==> src/ltd_pkg.sv <==
/*
  shared constants and carriers of the logic and transfer decoder.
  assumes one system clock; operand fetch and write-back live outside.
*/
package ltd_pkg;

  // opcode rows whose low nibble 8..F names a bank register
  localparam logic [3:0] ROW_OR       = 4'h4;
  localparam logic [3:0] ROW_AND      = 4'h5;
  localparam logic [3:0] ROW_XOR      = 4'h6;
  localparam logic [3:0] ROW_IMM_REG  = 4'h7;
  localparam logic [3:0] ROW_REG_DIR  = 4'h8;
  localparam logic [3:0] ROW_DIR_REG  = 4'hA;
  localparam logic [3:0] ROW_TRADE    = 4'hC;
  localparam logic [3:0] ROW_LOAD_ACC = 4'hE;
  localparam logic [3:0] ROW_STORE    = 4'hF;

  // low nibbles shared by the logic rows (row 4, 5, 6)
  localparam logic [3:0] COL_DIR_ACC  = 4'h2;
  localparam logic [3:0] COL_DIR_IMM  = 4'h3;
  localparam logic [3:0] COL_ACC_IMM  = 4'h4;
  localparam logic [3:0] COL_ACC_DIR  = 4'h5;
  localparam logic [2:0] COL_IND_HI   = 3'h3;   // 6 and 7 share bits 3:1

  localparam logic [7:0] OP_ZERO_ACC  = 8'hE4;
  localparam logic [7:0] OP_INV_ACC   = 8'hF4;
  localparam logic [7:0] OP_SWAP_ACC  = 8'hC4;
  localparam logic [7:0] OP_RL        = 8'h23;
  localparam logic [7:0] OP_RLC       = 8'h33;
  localparam logic [7:0] OP_RR        = 8'h03;
  localparam logic [7:0] OP_RRC       = 8'h13;
  localparam logic [7:0] OP_LOAD_DIR  = 8'hE5;
  localparam logic [7:0] OP_LOAD_IMM  = 8'h74;
  localparam logic [7:0] OP_DIR_ACC   = 8'hF5;
  localparam logic [7:0] OP_DIR_DIR   = 8'h85;
  localparam logic [7:0] OP_DIR_IMM   = 8'h75;
  localparam logic [6:0] OP_DIR_IND   = 7'h43;  // 86, 87
  localparam logic [6:0] OP_IND_ACC   = 7'h7B;  // F6, F7
  localparam logic [6:0] OP_IND_DIR   = 7'h53;  // A6, A7
  localparam logic [6:0] OP_IND_IMM   = 7'h3B;  // 76, 77
  localparam logic [7:0] OP_DATA_POINTER16_IMM  = 8'h90;
  localparam logic [7:0] OP_CODE_DATA_POINTER16 = 8'h93;
  localparam logic [7:0] OP_CODE_PC   = 8'h83;
  localparam logic [7:0] OP_EXT_RD_R0 = 8'hEB;
  localparam logic [7:0] OP_EXT_RD_R1 = 8'hE3;
  localparam logic [7:0] OP_EXT_RD_DP = 8'hE0;
  localparam logic [6:0] OP_EXT_WR_RI = 7'h79;  // F2, F3
  localparam logic [7:0] OP_EXT_WR_DP = 8'hF0;
  localparam logic [7:0] OP_PUSH      = 8'hC0;
  localparam logic [7:0] OP_POP       = 8'hD0;
  localparam logic [7:0] OP_TRADE_DIR = 8'hC5;
  localparam logic [6:0] OP_TRADE_IND = 7'h63;  // C6, C7
  localparam logic [6:0] OP_DIGIT_IND = 7'h6B;  // D6, D7
  localparam logic [6:0] OP_LOAD_IND  = 7'h73;  // E6, E7

  // direct address at which the accumulator itself answers
  localparam logic [7:0] ACC_DIRECT_ADDR = 8'hE0;
  localparam int unsigned MC_CLKS = 1;          // clocks per machine cycle

  typedef enum logic [3:0] {
    ALU_PASS  = 4'h0,
    ALU_AND   = 4'h1,
    ALU_OR    = 4'h2,
    ALU_XOR   = 4'h3,
    ALU_ZERO  = 4'h4,
    ALU_INV   = 4'h5,
    ALU_RL    = 4'h6,
    ALU_RLC   = 4'h7,
    ALU_RR    = 4'h8,
    ALU_RRC   = 4'h9,
    ALU_SWAP  = 4'hA,
    ALU_TRADE = 4'hB,
    ALU_DIGIT = 4'hC
  } ltd_alu_op_t;

  typedef enum logic [3:0] {
    LOC_NONE  = 4'h0,
    LOC_ACC   = 4'h1,
    LOC_BANK  = 4'h2,
    LOC_DIR   = 4'h3,
    LOC_IND   = 4'h4,
    LOC_IMM   = 4'h5,
    LOC_CODE  = 4'h6,
    LOC_EXT8  = 4'h7,
    LOC_EXT16 = 4'h8,
    LOC_STACK = 4'h9,
    LOC_DATA_POINTER16  = 4'hA
  } ltd_loc_t;

  typedef struct packed {
    logic [7:0] opcode;
    logic [7:0] byte2;
    logic [7:0] byte3;
  } ltd_insn_t;

  typedef struct packed {
    logic [7:0]  acc;
    logic        carry;
    logic [7:0]  src_val;
    logic [7:0]  dst_val;
    logic [7:0]  ptr_val;
    logic [15:0] data_pointer16;
    logic [15:0] pc;
  } ltd_opnd_t;

  typedef struct packed {
    logic        legal;
    logic [1:0]  len;
    logic [1:0]  cycles;
    ltd_alu_op_t alu_op;
    ltd_loc_t    src;
    ltd_loc_t    dst;
    logic [2:0]  bank_idx;
    logic        ptr_sel;
    logic [7:0]  src_addr;
    logic [7:0]  dst_addr;
    logic [7:0]  imm;
  } ltd_dec_t;

  typedef struct packed {
    logic        acc_we;
    logic [7:0]  acc_val;
    logic        carry_we;
    logic        carry_val;
    logic        dst_we;
    logic [7:0]  dst_val;
    logic        data_pointer16_we;
    logic [15:0] data_pointer16_val;
    logic [15:0] mem_addr;
  } ltd_res_t;

endpackage : ltd_pkg

==> src/ltd_alu.sv <==
/*
  byte operation unit of the decoder: logic, rotate, swap and trade.
  assumes a is the destination operand and b the source operand.
*/
`timescale 1ns/1ns
module ltd_alu
  import ltd_pkg::*;
(
  input  wire ltd_alu_op_t op,
  input  wire logic [7:0]  a,
  input  wire logic [7:0]  b,
  input  wire logic        carry_in,
  output logic [7:0]       result,
  output logic [7:0]       back,
  output logic             carry_out
);

  always_comb
  begin
    result    = a;
    back      = b;
    carry_out = carry_in;
    case (op)
      ALU_PASS:  result = b;
      ALU_AND:   result = a & b;
      ALU_OR:    result = a | b;
      ALU_XOR:   result = a ^ b;
      ALU_ZERO:  result = 8'h00;
      ALU_INV:   result = ~a;
      ALU_RL:    result = {a[6:0], a[7]};
      ALU_RLC:
      begin
        result    = {a[6:0], carry_in};
        carry_out = a[7];
      end
      ALU_RR:    result = {a[0], a[7:1]};
      ALU_RRC:
      begin
        result    = {carry_in, a[7:1]};
        carry_out = a[0];
      end
      ALU_SWAP:  result = {a[3:0], a[7:4]};
      ALU_TRADE:
      begin
        result = b;
        back   = a;
      end
      ALU_DIGIT:
      begin
        result = {a[7:4], b[3:0]};
        back   = {b[7:4], a[3:0]};
      end
      default:   result = a;
    endcase
  end

endmodule : ltd_alu

==> src/ltd_decoder.sv <==
/*
  decoder and executer of the logic and data transfer instruction groups.
  assumes the caller presents all instruction bytes and fetched operands
  together, and holds them until in_ready; write-back is done outside.
*/
// Contract
// - and_logic into accumulator from register, direct, indirect, immediate; one cycle.
// - and_logic into direct byte: 52 accumulator source, 53 immediate source.
// - or_logic into accumulator from register, direct, indirect, immediate; one cycle.
// - or_logic into direct byte: 42 accumulator source, 43 immediate source.
// - xor_logic into accumulator from register, direct, indirect, immediate; one cycle.
// - xor_logic into direct byte: 62 accumulator source, 63 immediate source.
// - E4 zeroes, F4 inverts, C4 swaps accumulator nibbles; one byte, one cycle.
// - 23 rotates left plain, 33 rotates left through carry; one cycle.
// - 03 rotates right plain, 13 rotates right through carry; one cycle.
// - accumulator loads from register, direct, indirect or immediate in one cycle.
// - bank register written from accumulator, direct byte or immediate byte.
// - direct byte written from accumulator, register, direct, indirect or immediate.
// - indirect location written from accumulator, direct byte or immediate byte.
// - opcode 90 loads 16-bit data pointer; three bytes, two cycles.
// - code byte read at accumulator plus data pointer or program counter.
// - external byte read via pointer register 1 (E3) or data pointer, two cycles; EB decodes as a bank register load.
// - accumulator written externally via pointer register or data pointer.
// - C0 pushes and D0 pops a direct byte; two bytes, two cycles.
// - accumulator traded with register, direct byte or indirect location.
// - D6/D7 trade only the low digit with an indirect location.
// - register rows use low nibble 8..F for bank register 0..7.
// - indirect forms point through register 0 or 1, chosen by opcode bit 0.
// - an immediate operand is one byte inside the instruction.
// - a 16-bit constant occupies instruction bytes two and three.
`timescale 1ns/1ns
module ltd_decoder
  import ltd_pkg::*;
#(
  parameter int unsigned CLKS_PER_CYCLE = MC_CLKS
)
(
  input  wire logic      ref_clk,
  input  wire logic      reset,
  input  wire logic      in_valid,
  input  wire ltd_insn_t insn,
  input  wire ltd_opnd_t opnd,
  output logic           in_ready,
  output logic           out_valid,
  output ltd_dec_t       dec,
  output ltd_res_t       res
);

  typedef enum logic [0:0] {
    ST_IDLE = 1'b0,
    ST_EXEC = 1'b1
  } ltd_state_t;

  localparam int unsigned CNT_W = 4;

  initial
  begin
    if (CLKS_PER_CYCLE < 1 || 2 * CLKS_PER_CYCLE > (1 << CNT_W))
      $error("ltd_decoder: CLKS_PER_CYCLE out of range");
  end

  // one decoded form; every unlisted opcode comes out not legal
  function automatic ltd_dec_t decode(input ltd_insn_t i);
    ltd_dec_t d;
    logic [3:0] row;
    logic [3:0] col;
    d          = '0;
    d.legal    = 1'b1;
    d.len      = 2'd1;
    d.cycles   = 2'd1;
    d.alu_op   = ALU_PASS;
    d.src      = LOC_NONE;
    d.dst      = LOC_NONE;
    d.bank_idx = i.opcode[2:0];
    d.ptr_sel  = i.opcode[0];
    d.src_addr = i.byte2;
    d.dst_addr = i.byte2;
    d.imm      = i.byte2;
    row        = i.opcode[7:4];
    col        = i.opcode[3:0];
    if (row == ROW_AND || row == ROW_OR || row == ROW_XOR)
    begin
      d.alu_op = (row == ROW_AND) ? ALU_AND :
                 (row == ROW_OR)  ? ALU_OR  : ALU_XOR;
      d.dst    = LOC_ACC;
      if (col[3])
        d.src = LOC_BANK;
      else if (col[3:1] == COL_IND_HI)
        d.src = LOC_IND;
      else if (col == COL_ACC_DIR)
      begin
        d.src = LOC_DIR;
        d.len = 2'd2;
      end
      else if (col == COL_ACC_IMM)
      begin
        d.src = LOC_IMM;
        d.len = 2'd2;
      end
      else if (col == COL_DIR_ACC)
      begin
        d.src = LOC_ACC;
        d.dst = LOC_DIR;
        d.len = 2'd2;
      end
      else if (col == COL_DIR_IMM)
      begin
        d.src    = LOC_IMM;
        d.dst    = LOC_DIR;
        d.imm    = i.byte3;
        d.len    = 2'd3;
        d.cycles = 2'd2;
      end
      else
        d.legal = 1'b0;
    end
    else if (col[3] && row == ROW_LOAD_ACC)
    begin
      d.src = LOC_BANK;
      d.dst = LOC_ACC;
    end
    else if (col[3] && row == ROW_STORE)
    begin
      d.src = LOC_ACC;
      d.dst = LOC_BANK;
    end
    else if (col[3] && row == ROW_DIR_REG)
    begin
      d.src    = LOC_DIR;
      d.dst    = LOC_BANK;
      d.len    = 2'd2;
      d.cycles = 2'd2;
    end
    else if (col[3] && row == ROW_IMM_REG)
    begin
      d.src = LOC_IMM;
      d.dst = LOC_BANK;
      d.len = 2'd2;
    end
    else if (col[3] && row == ROW_REG_DIR)
    begin
      d.src    = LOC_BANK;
      d.dst    = LOC_DIR;
      d.len    = 2'd2;
      d.cycles = 2'd2;
    end
    else if (col[3] && row == ROW_TRADE)
    begin
      d.alu_op = ALU_TRADE;
      d.src    = LOC_BANK;
      d.dst    = LOC_BANK;
    end
    else
    begin
      case (i.opcode)
        OP_ZERO_ACC:  d.alu_op = ALU_ZERO;
        OP_INV_ACC:   d.alu_op = ALU_INV;
        OP_SWAP_ACC:  d.alu_op = ALU_SWAP;
        OP_RL:        d.alu_op = ALU_RL;
        OP_RLC:       d.alu_op = ALU_RLC;
        OP_RR:        d.alu_op = ALU_RR;
        OP_RRC:       d.alu_op = ALU_RRC;
        OP_LOAD_DIR:
        begin
          d.src   = LOC_DIR;
          d.len   = 2'd2;
          d.legal = (i.byte2 != ACC_DIRECT_ADDR);
        end
        OP_LOAD_IMM:
        begin
          d.src = LOC_IMM;
          d.len = 2'd2;
        end
        OP_DIR_ACC:
        begin
          d.src = LOC_ACC;
          d.dst = LOC_DIR;
          d.len = 2'd2;
        end
        OP_DIR_DIR:
        begin
          d.src      = LOC_DIR;
          d.dst      = LOC_DIR;
          d.dst_addr = i.byte3;
          d.len      = 2'd3;
          d.cycles   = 2'd2;
        end
        OP_DIR_IMM:
        begin
          d.src    = LOC_IMM;
          d.dst    = LOC_DIR;
          d.imm    = i.byte3;
          d.len    = 2'd3;
          d.cycles = 2'd2;
        end
        OP_DATA_POINTER16_IMM:
        begin
          d.src    = LOC_IMM;
          d.dst    = LOC_DATA_POINTER16;
          d.len    = 2'd3;
          d.cycles = 2'd2;
        end
        OP_CODE_DATA_POINTER16, OP_CODE_PC:
        begin
          d.src    = LOC_CODE;
          d.cycles = 2'd2;
        end
        OP_EXT_RD_R0, OP_EXT_RD_R1:
        begin
          d.src     = LOC_EXT8;
          d.ptr_sel = (i.opcode == OP_EXT_RD_R0) ? 1'b0 : 1'b1;
          d.cycles  = 2'd2;
        end
        OP_EXT_RD_DP:
        begin
          d.src    = LOC_EXT16;
          d.cycles = 2'd2;
        end
        OP_EXT_WR_DP:
        begin
          d.src    = LOC_ACC;
          d.dst    = LOC_EXT16;
          d.cycles = 2'd2;
        end
        OP_PUSH:
        begin
          d.src    = LOC_DIR;
          d.dst    = LOC_STACK;
          d.len    = 2'd2;
          d.cycles = 2'd2;
        end
        OP_POP:
        begin
          d.src    = LOC_STACK;
          d.dst    = LOC_DIR;
          d.len    = 2'd2;
          d.cycles = 2'd2;
        end
        OP_TRADE_DIR:
        begin
          d.alu_op = ALU_TRADE;
          d.src    = LOC_DIR;
          d.dst    = LOC_DIR;
          d.len    = 2'd2;
        end
        default:
        begin
          case (i.opcode[7:1])
            OP_DIR_IND:
            begin
              d.src    = LOC_IND;
              d.dst    = LOC_DIR;
              d.len    = 2'd2;
              d.cycles = 2'd2;
            end
            OP_IND_ACC:
            begin
              d.src = LOC_ACC;
              d.dst = LOC_IND;
            end
            OP_IND_DIR:
            begin
              d.src    = LOC_DIR;
              d.dst    = LOC_IND;
              d.len    = 2'd2;
              d.cycles = 2'd2;
            end
            OP_IND_IMM:
            begin
              d.src = LOC_IMM;
              d.dst = LOC_IND;
              d.len = 2'd2;
            end
            OP_EXT_WR_RI:
            begin
              d.src    = LOC_ACC;
              d.dst    = LOC_EXT8;
              d.cycles = 2'd2;
            end
            OP_TRADE_IND:
            begin
              d.alu_op = ALU_TRADE;
              d.src    = LOC_IND;
              d.dst    = LOC_IND;
            end
            OP_DIGIT_IND:
            begin
              d.alu_op = ALU_DIGIT;
              d.src    = LOC_IND;
              d.dst    = LOC_IND;
            end
            // accumulator is filled in below as the destination
            OP_LOAD_IND:  d.src = LOC_IND;
            default:      d.legal = 1'b0;
          endcase
        end
      endcase
      // accumulator is the destination of a legal form unless a form above named another
      if (d.dst == LOC_NONE && d.legal)
        d.dst = LOC_ACC;
    end
    return d;
  endfunction : decode

  ltd_state_t        state_ff;
  logic [CNT_W-1:0]  cnt_ff;
  logic              out_valid_ff;
  ltd_dec_t          dec_ff;
  ltd_res_t          res_ff;
  ltd_dec_t          cur;
  logic [7:0]        alu_a;
  logic [7:0]        alu_b;
  logic [7:0]        alu_y;
  logic [7:0]        alu_back;
  logic              alu_c;
  ltd_res_t          nxt_res;
  logic              take;

  assign cur      = decode(insn);
  assign in_ready = (state_ff == ST_IDLE);
  assign take     = in_valid && in_ready;

  // logic into a direct byte works on the byte, everything else on the accumulator
  assign alu_a = (cur.dst == LOC_DIR && cur.alu_op != ALU_PASS
                  && cur.alu_op != ALU_TRADE) ? opnd.dst_val : opnd.acc;
  assign alu_b = (cur.src == LOC_ACC) ? opnd.acc :
                 (cur.src == LOC_IMM) ? cur.imm : opnd.src_val;

  ltd_alu u_alu (
    .op        (cur.alu_op),
    .a         (alu_a),
    .b         (alu_b),
    .carry_in  (opnd.carry),
    .result    (alu_y),
    .back      (alu_back),
    .carry_out (alu_c)
  );

  always_comb
  begin
    nxt_res           = '0;
    nxt_res.acc_val   = alu_y;
    nxt_res.dst_val   = alu_y;
    nxt_res.carry_val = alu_c;
    nxt_res.carry_we  = cur.legal && (cur.alu_op == ALU_RLC || cur.alu_op == ALU_RRC);
    nxt_res.data_pointer16_val  = {insn.byte2, insn.byte3};
    case (cur.src)
      LOC_CODE:  nxt_res.mem_addr = ((insn.opcode == OP_CODE_DATA_POINTER16) ? opnd.data_pointer16 : opnd.pc)
                                    + {8'h00, opnd.acc};
      LOC_EXT8:  nxt_res.mem_addr = {8'h00, opnd.ptr_val};
      LOC_EXT16: nxt_res.mem_addr = opnd.data_pointer16;
      default:   nxt_res.mem_addr = 16'h0000;
    endcase
    if (cur.dst == LOC_EXT8)
      nxt_res.mem_addr = {8'h00, opnd.ptr_val};
    else if (cur.dst == LOC_EXT16)
      nxt_res.mem_addr = opnd.data_pointer16;
    if (cur.legal)
    begin
      if (cur.alu_op == ALU_TRADE || cur.alu_op == ALU_DIGIT)
      begin
        nxt_res.acc_we  = 1'b1;
        nxt_res.dst_we  = 1'b1;
        nxt_res.dst_val = alu_back;
      end
      else if (cur.dst == LOC_DATA_POINTER16)
        nxt_res.data_pointer16_we = 1'b1;
      else if (cur.dst == LOC_ACC)
        nxt_res.acc_we = 1'b1;
      else
      begin
        nxt_res.dst_we  = 1'b1;
        nxt_res.dst_val = (cur.alu_op == ALU_PASS) ? alu_b : alu_y;
      end
    end
  end

  always_ff @(posedge ref_clk)
  begin
    if (reset)
    begin
      state_ff <= ST_IDLE;
      cnt_ff   <= '0;
    end
    else if (take)
    begin
      state_ff <= ST_EXEC;
      cnt_ff   <= CNT_W'(cur.cycles * CLKS_PER_CYCLE - 1);
    end
    else if (state_ff == ST_EXEC)
    begin
      if (cnt_ff == '0)
        state_ff <= ST_IDLE;
      else
        cnt_ff <= cnt_ff - 1'b1;
    end
  end

  always_ff @(posedge ref_clk)
  begin
    if (reset)
      out_valid_ff <= 1'b0;
    else
      out_valid_ff <= (state_ff == ST_EXEC) && (cnt_ff == '0);
  end

  // results are captured at the take; the caller may change inputs afterwards
  always_ff @(posedge ref_clk)
  begin
    if (reset)
    begin
      dec_ff <= '0;
      res_ff <= '0;
    end
    else if (take)
    begin
      dec_ff <= cur;
      res_ff <= nxt_res;
    end
  end

  assign out_valid = out_valid_ff;
  assign dec       = dec_ff;
  assign res       = res_ff;

endmodule : ltd_decoder

==> config.mk <==
export PLATFORM = sky130hd
export DESIGN_NAME = ltd_decoder
export DESIGN_NICKNAME = d
export VERILOG_FILES = /design/src/ltd_pkg.sv /design/src/ltd_alu.sv /design/src/ltd_decoder.sv
export SDC_FILE = /design/constraint.sdc
export NUM_CORES = 1
export LEC_CHECK = 0
export ABC_AREA = 1
export BUFFER_PORTS_ARGS = -buffer_cell sky130_fd_sc_hd__buf_4
export CORE_MARGIN = 1
export CORE_UTILIZATION = 45
export CTS_CLUSTER_SIZE = 12
export DETAILED_ROUTE_END_ITERATION = 7
export HOLD_SLACK_MARGIN = 0.08
export PLACE_DENSITY = 0.7
export REMOVE_ABC_BUFFERS = 1
export SLEW_MARGIN = 25
export SYNTH_ARGS = -nofsm -noshare
export SYNTH_HDL_FRONTEND = slang
export SYNTH_SLANG_ARGS = --single-unit
==> constraint.sdc <==
create_clock -name ref_clk -period 4.64 [get_ports ref_clk]
set_input_delay 0.928 -clock ref_clk [delete_from_list [all_inputs] [get_ports ref_clk]]
set_output_delay 0.928 -clock ref_clk [all_outputs]
set_load 0.03 [all_outputs]
; After elaboration in Yosys (flattened, before gate mapping)
; Index checks and enable logic that the tools add are counted.
[word_totals]
register_bits = 104
in_bits = 92
output_inout_bits = 100
word_cells = 267
[op_classes]
addsub = 3
eq_ne = 69
muxes = 123
bitwise_logic = 5
reduce_logical = 44
[op_table]
columns = operator, n
row1 = 8-bit two-way mux, 19
row2 = 16-bit two-way mux, 9
row3 = 8-bit equality test (second input constant), 16
row4 = 8-bit one-hot mux with 12 select lines, 1
row5 = 4-bit two-way mux, 21
row6 = 4-bit by 3-bit equality test with 1-bit output (second input constant), 14
row7 = 4-bit equality test (second input constant), 13
row8 = 7-bit equality test (second input constant), 7
row9 = 16-bit one-hot mux with 3 select lines, 1
row10 = 9-bit two-way mux, 5
row11 = 4-bit one-hot mux with 9 select lines, 1
row12 = 1-bit two-way mux, 34
row13 = 4-bit one-hot mux with 8 select lines, 1
row14 = 14-bit OR reduction, 2
row15 = 11-bit OR reduction, 2
row16 = 21-bit OR reduction, 1
row17 = 4-bit by 2-bit equality test with 1-bit output (second input constant), 5
row18 = 2-bit two-way mux, 10
row19 = 4-bit one-hot mux with 5 select lines, 1
row20 = 17-bit two-way mux, 1
row21 = 16-bit by 8-bit adder with 16-bit output, 1
row22 = 8-bit by 6-bit equality test with 1-bit output (second input constant), 2
row23 = 8-bit by 7-bit equality test with 1-bit output (second input constant), 2
row24 = 8-bit one-hot mux with 2 select lines, 1
row25 = 41 further kinds, 74

; Logic depth before layout (Yosys ltp)
[depth]
ltp_word = 32
ltp_mapped = 28
ltp_nobuf = 28

; Hierarchy
; A second synthesis with hierarchy kept.
[hier_totals]
cells_unflattened = 1250
area_unflattened_um2 = 7666.1
[by_module_without_submodules]
columns = mod, n_inst, cells_each, area_per_inst_um2, seq_area_each_um2
row1 = ltd_decoder, 1, 1026, 6576.3, 1921.8
row2 = ltd_alu, 1, 224, 1089.8, 0.0

; Least setup slack after synthesis
; Ideal clock, no wire load.
[synth_path]
path_type = in2reg
from = input insn[19] (netlist name)
to = register res_ff, in the netlist res[14]
setup_time_ns = 0.070
t_arrival_ns = 4.119
t_required_ns = 4.570
slack_ns = 0.451
path_stages = 26
path_buffers = 3
path_cell_list = buf_4 > nor2_4 > nand2_4 > inv_2 > nand2_2 > buf_2 > buf_1 > mux2_2 > ha_1 > inv_1 > fa_1 > nand3b_1 > and2_1 > inv_1 > a21oi_1 > nor2_1 > nand2_1 > nor2_1 > inv_1 > nor2_1 > inv_1 > o21ai_0 > nand3_1 > o21ai_0 > nand2_1 > a21oi_1
[synth_between]
elab_chain_len = 24
elab_cells_between_ends = 104
classes_between = 1 x add/sub / 40 x eq/ne / 42 x mux / 21 x reduce/logical
[synth_lines]
columns = item, line
row1 = "start, declared", ltd_decoder.sv:41  ; input wire ltd_insn_t insn,
row2 = 7-bit equality test / 7-bit by 6-bit equality test with 1-bit output (equally long branches), ltd_decoder.sv:248  ; case (i.opcode[7:1])
row3 = 5-bit OR reduction (no source line), -
row4 = 3-bit one-hot mux with 3 select lines, ltd_decoder.sv:248
row5 = 4-bit one-hot mux with 5 select lines, ltd_decoder.sv:155  ; case (i.opcode)
row6 = 4-bit two-way mux, ltd_decoder.sv:147  ; else if (col[3] && row == ROW_TRADE)
row7 = 4-bit two-way mux, ltd_decoder.sv:140  ; else if (col[3] && row == ROW_REG_DIR)
row8 = 4-bit two-way mux, ltd_decoder.sv:134  ; else if (col[3] && row == ROW_IMM_REG)
row9 = 4-bit two-way mux, ltd_decoder.sv:127  ; else if (col[3] && row == ROW_DIR_REG)
row10 = (+8 left out), -
row11 = 8-bit two-way mux, ltd_decoder.sv:134
row12 = 8-bit two-way mux, ltd_decoder.sv:127
row13 = 8-bit two-way mux, ltd_decoder.sv:122  ; else if (col[3] && row == ROW_STORE)
row14 = 8-bit two-way mux, ltd_decoder.sv:117  ; else if (col[3] && row == ROW_LOAD_ACC)
row15 = 17-bit two-way mux, ltd_decoder.sv:81  ; if (row == ROW_AND || row == ROW_OR || row == ROW_XOR)
row16 = 4-bit equality test, ltd_decoder.sv:356  ; else if (cur.dst == LOC_EXT16)
row17 = 16-bit two-way mux, ltd_decoder.sv:356
row18 = 16-bit two-way mux *, ltd_decoder.sv:354  ; if (cur.dst == LOC_EXT8)
row19 = "end signal, assigned", ltd_decoder.sv:418  ; res_ff <= nxt_res;
row20 = "end, declared", ltd_decoder.sv:309  ; ltd_res_t res_ff;
; Every way passes the cells marked *; elsewhere a longest branch is shown, timed or not. The select of a mux whose other input is x is not followed.
; A chain may end at the register's enable or synchronous reset.

; Worst setup path in the final report
[layout_path]
from = input insn[21] (netlist name)
to = register res_ff, in the netlist res[14]
; The elaborated chain is that of the path after synthesis.

==> flow_summary_export.csv <==
group,metric,value,unit
drt,routed_wl,25600,um
sta,layout_setup_ws,636,ps
worst_setup_path,crit_fanout,12,
place,gp_congestion,1.00,
drt,wl_per_cell,16.4,um
layout,mostFrequentLayoutCells,"nand2_1, buf_4, inv_1, nor2_1, o21ai_0",
synth,syn_inst,1161,
sta,final_max_slew_viol_count,0,
layout,fin_nets,1457,
worst_setup_path,cp.arrival,4280,ps
worst_setup_path,cp_top_family,"simple AND/OR/NAND/NOR gates",
run_status,status,"completed",
synth,yosys_register_bits,96,
power,p_clk_frac,0.311,
worst_setup_path,r2r_cells,8,
global_route,grt_pass1_wl,40600,um
cts,clk_pin_slew_worst_paths,70,ps
layout,fin_area,0.00909,mm2
sta,final.setup_skew,6.27,ps
place,dp_slack,313,ps
layout,fill_cells,1528,
worst_setup_path,cp-start-kind,"input port",
drt,drt-initial-drc-count,714,
drt,vias,8364,
global_route,antenna_found_initial,0,
synth,ys.flop_type,"dfxtp_1",
cts,ctsResizeCount,0,
sta,rsz0062_at_grt,"no",
floorplan,die_x,128,um
worst_setup_path,timing.rr.start,"state_ff",
layout,antennaDiodeCount,0,
flow_run,cap_violations,0,
layout,multi_input_area,0.00435,mm2
synth,synthArstFlopShare,0,
worst_setup_path,max_stage_delay,420,ps
power,p_total,2.54,mW
worst_setup_path,cp_slowest_cell,"fa_1",
power,power_switching,0.933,mW
power,power_density,280,mW/mm2
drt,first_pass_iters,8,
power,p_leak,4.71,nW
floorplan,die-area,0.0163,mm2
synth,synth-edff-count,0,
worst_setup_path,reg2reg_slack,2610,ps
power,p_int,1.61,mW
sta,setup_violations,0,
worst_setup_path,criticalPathCategory,"input port to flop",
power,irDropWorstVdd,0.167,mV
floorplan,std_cell_rows,45,
cts,cts_sinks,96,
worst_setup_path,crit_cells,24,
worst_setup_path,worstPathRequired,4920,ps
worst_setup_path,worst_path_most_repeated_cell,"inv_1",
synth,avgSynthCellArea,6.14,um2
synth,ys_seq_area_frac,0.270,
global_route,grt_pass1_vias,7585,
global_route,grt_use_total,0.317,
worst_setup_path,reg2reg_to,"res[48]",
sta,fin_tns_setup,0,ps
layout,finalCoreUtilization,0.594,
sta,slew_headroom,0.467,
cts,h-tree-depth,3,
global_route,grt_max_degree,74,
cts,postCtsSetupRepairBufs,0,
cts,clock_latency,360,ps
sta,hold_violations,0,
worst_setup_path,critical_path.endpoint,"res[14]",
drt,via_per_inst,5.38,
worst_setup_path,path_buf_inv,6,
power,combPwrFrac,0.325,
min_path,min_path_type,"flop to flop",
floorplan,ios,192,
power,power_frac_seq,0.364,
layout,final_common_cell,"nand2_1",
synth,ys_types,53,
worst_setup_path,worstPathCellList,"buf_4 > inv_1 > nand2_1 > nor2_1 > nand2_2 > mux2_2 > ha_1 > inv_1 > fa_1 > nand3b_1 > and2_1 > inv_1 > a21oi_1 > nor2_1 > nand2_1 > nor2_1 > inv_1 > nor2_1 > inv_1 > o21ai_0 > nand3_1 > o21ai_0 > nand2_1 > a21oi_1",
sta,min_period,4000,ps
cts,root_buffer,"clkbuf_16",
sta,worst_pin_slew,799,ps
power,switching_share,0.367,
layout,areaGrowthSynthToFinish,27.6,%
drt,drc,0,
place,hpwl,19700,um
synth,syn_area,0.00713,mm2
worst_setup_path,crit_start,"insn[21]",
place,io_buffers,191,
floorplan,die_h,128,um
cts,clock_path_buffers,2,
floorplan,core,0.0153,mm2
layout,drive_above_1_share,0.218,
drt,ant_nets,0,
sta,max_freq,250,MHz
sta,period_share,0.863,
cts,cts_hold_buf,0,
synth,yosysWarnings,0,
cts,cts_buffers,9,
global_route,grt.overflow.total,0,
layout,final-seq-area,0.00192,mm2
floorplan,initial_utilization,0.465,
cts,cts_tree,"built",
worst_setup_path,critPathCaptureType,"flop",
place,place_area,0.00879,mm2
[power groups by stage]
stage | sequential (mW) | combinational, mW | clock (mW)
floorplan | 1.07 | 0.369 | 0
global placement | 0.943 | 0.818 | 0
detailed placement | 0.945 | 0.822 | 0
CTS | 0.927 | 0.825 | 0.807
global route | 0.934 | 0.908 | 0.839
finish | 0.926 | 0.827 | 0.790
[cells by family after synthesis]
group                      count (synthesis)  synth area share
DFF                                       96             0.270
xor gates and xnor gates                   1           0.00123
muxes                                      5           0.00737
AOI/OAI and AO/OA                        270             0.217
and+or+nand+nor                          550             0.338
adders and majority gates                 26            0.0467
buffers and inverters                    213             0.120
[sequential cells by signal, summed over array words and instances (netlist names)]
| register | cells |
|---|---|
| res | 45 |
| dec | 45 |
| out_valid | 1 |
| cnt_ff | 4 |
| state_ff | 1 |
[per-layer routing]
layer / track usage / share of wire / routed length, um
met2: 0.515 / 0.46 / 11800
met1: 0.430 / 0.45 / 11400
met5: 0 / 0 / 0
met3: 0.0547 / 0.073 / 1860
met4: 0.0879 / 0.019 / 482
[area by class of cell]
type | count | area share
Multi-Input combinational cell | 852 | 0.478
Inverter | 161 | 0.0672
Clock inverter | 6 | 0.00798
Sequential cell | 96 | 0.211
Tap cell | 211 | 0.0290
Timing Repair Buffer | 219 | 0.181
Clock buffer | 10 | 0.0252
[stage by stage]
step,std cells,hold slack (ps)
floorplan,1109,478
global placement,1539,453
detailed placement,1539,457
CTS,1555,468
global route,1555,481
finish,1555,466
[how the worst min path moves through the flow]
stage / end / cells past startpoint / start / slack [ps]
after floorplan: cnt_ff[3] / 2 / cnt_ff[3] / 480
after global placement: res[1] / 2 / res[1] / 450
after detailed placement: res[34] / 2 / res[34] / 460
after CTS: res[12] / 2 / res[12] / 470
after global routing: res[43] / 2 / res[43] / 480
final: res[34] / 2 / res[34] / 470
[synthesized netlist by cell type (all sizes together), types with 4 or more instances]
library cell  instances  area share
nand4                18       0.018
nand2               280        0.15
or2                   7      0.0061
buf                  20       0.018
nor2                148       0.085
nor3                  9      0.0070
clkbuf               32       0.017
o21ai               112       0.080
o211ai               21       0.022
o2111ai              10       0.012
and2                  4      0.0035
a31oi                 4      0.0035
nand3                77       0.057
dfxtp                96        0.27
a21oi                95       0.067
o22ai                 5      0.0044
ha                   25       0.044
a32o                  4      0.0056
a211oi                6      0.0063
inv                 158       0.083
[worst reg2reg max path, delay by kind of cell (launching register included)]
kind,cells,cell delay [ps]
flops,1,330
simple gates,3,270
compound gates,1,110
buf+inv,4,1230
(Power assumes the default switching activity.)
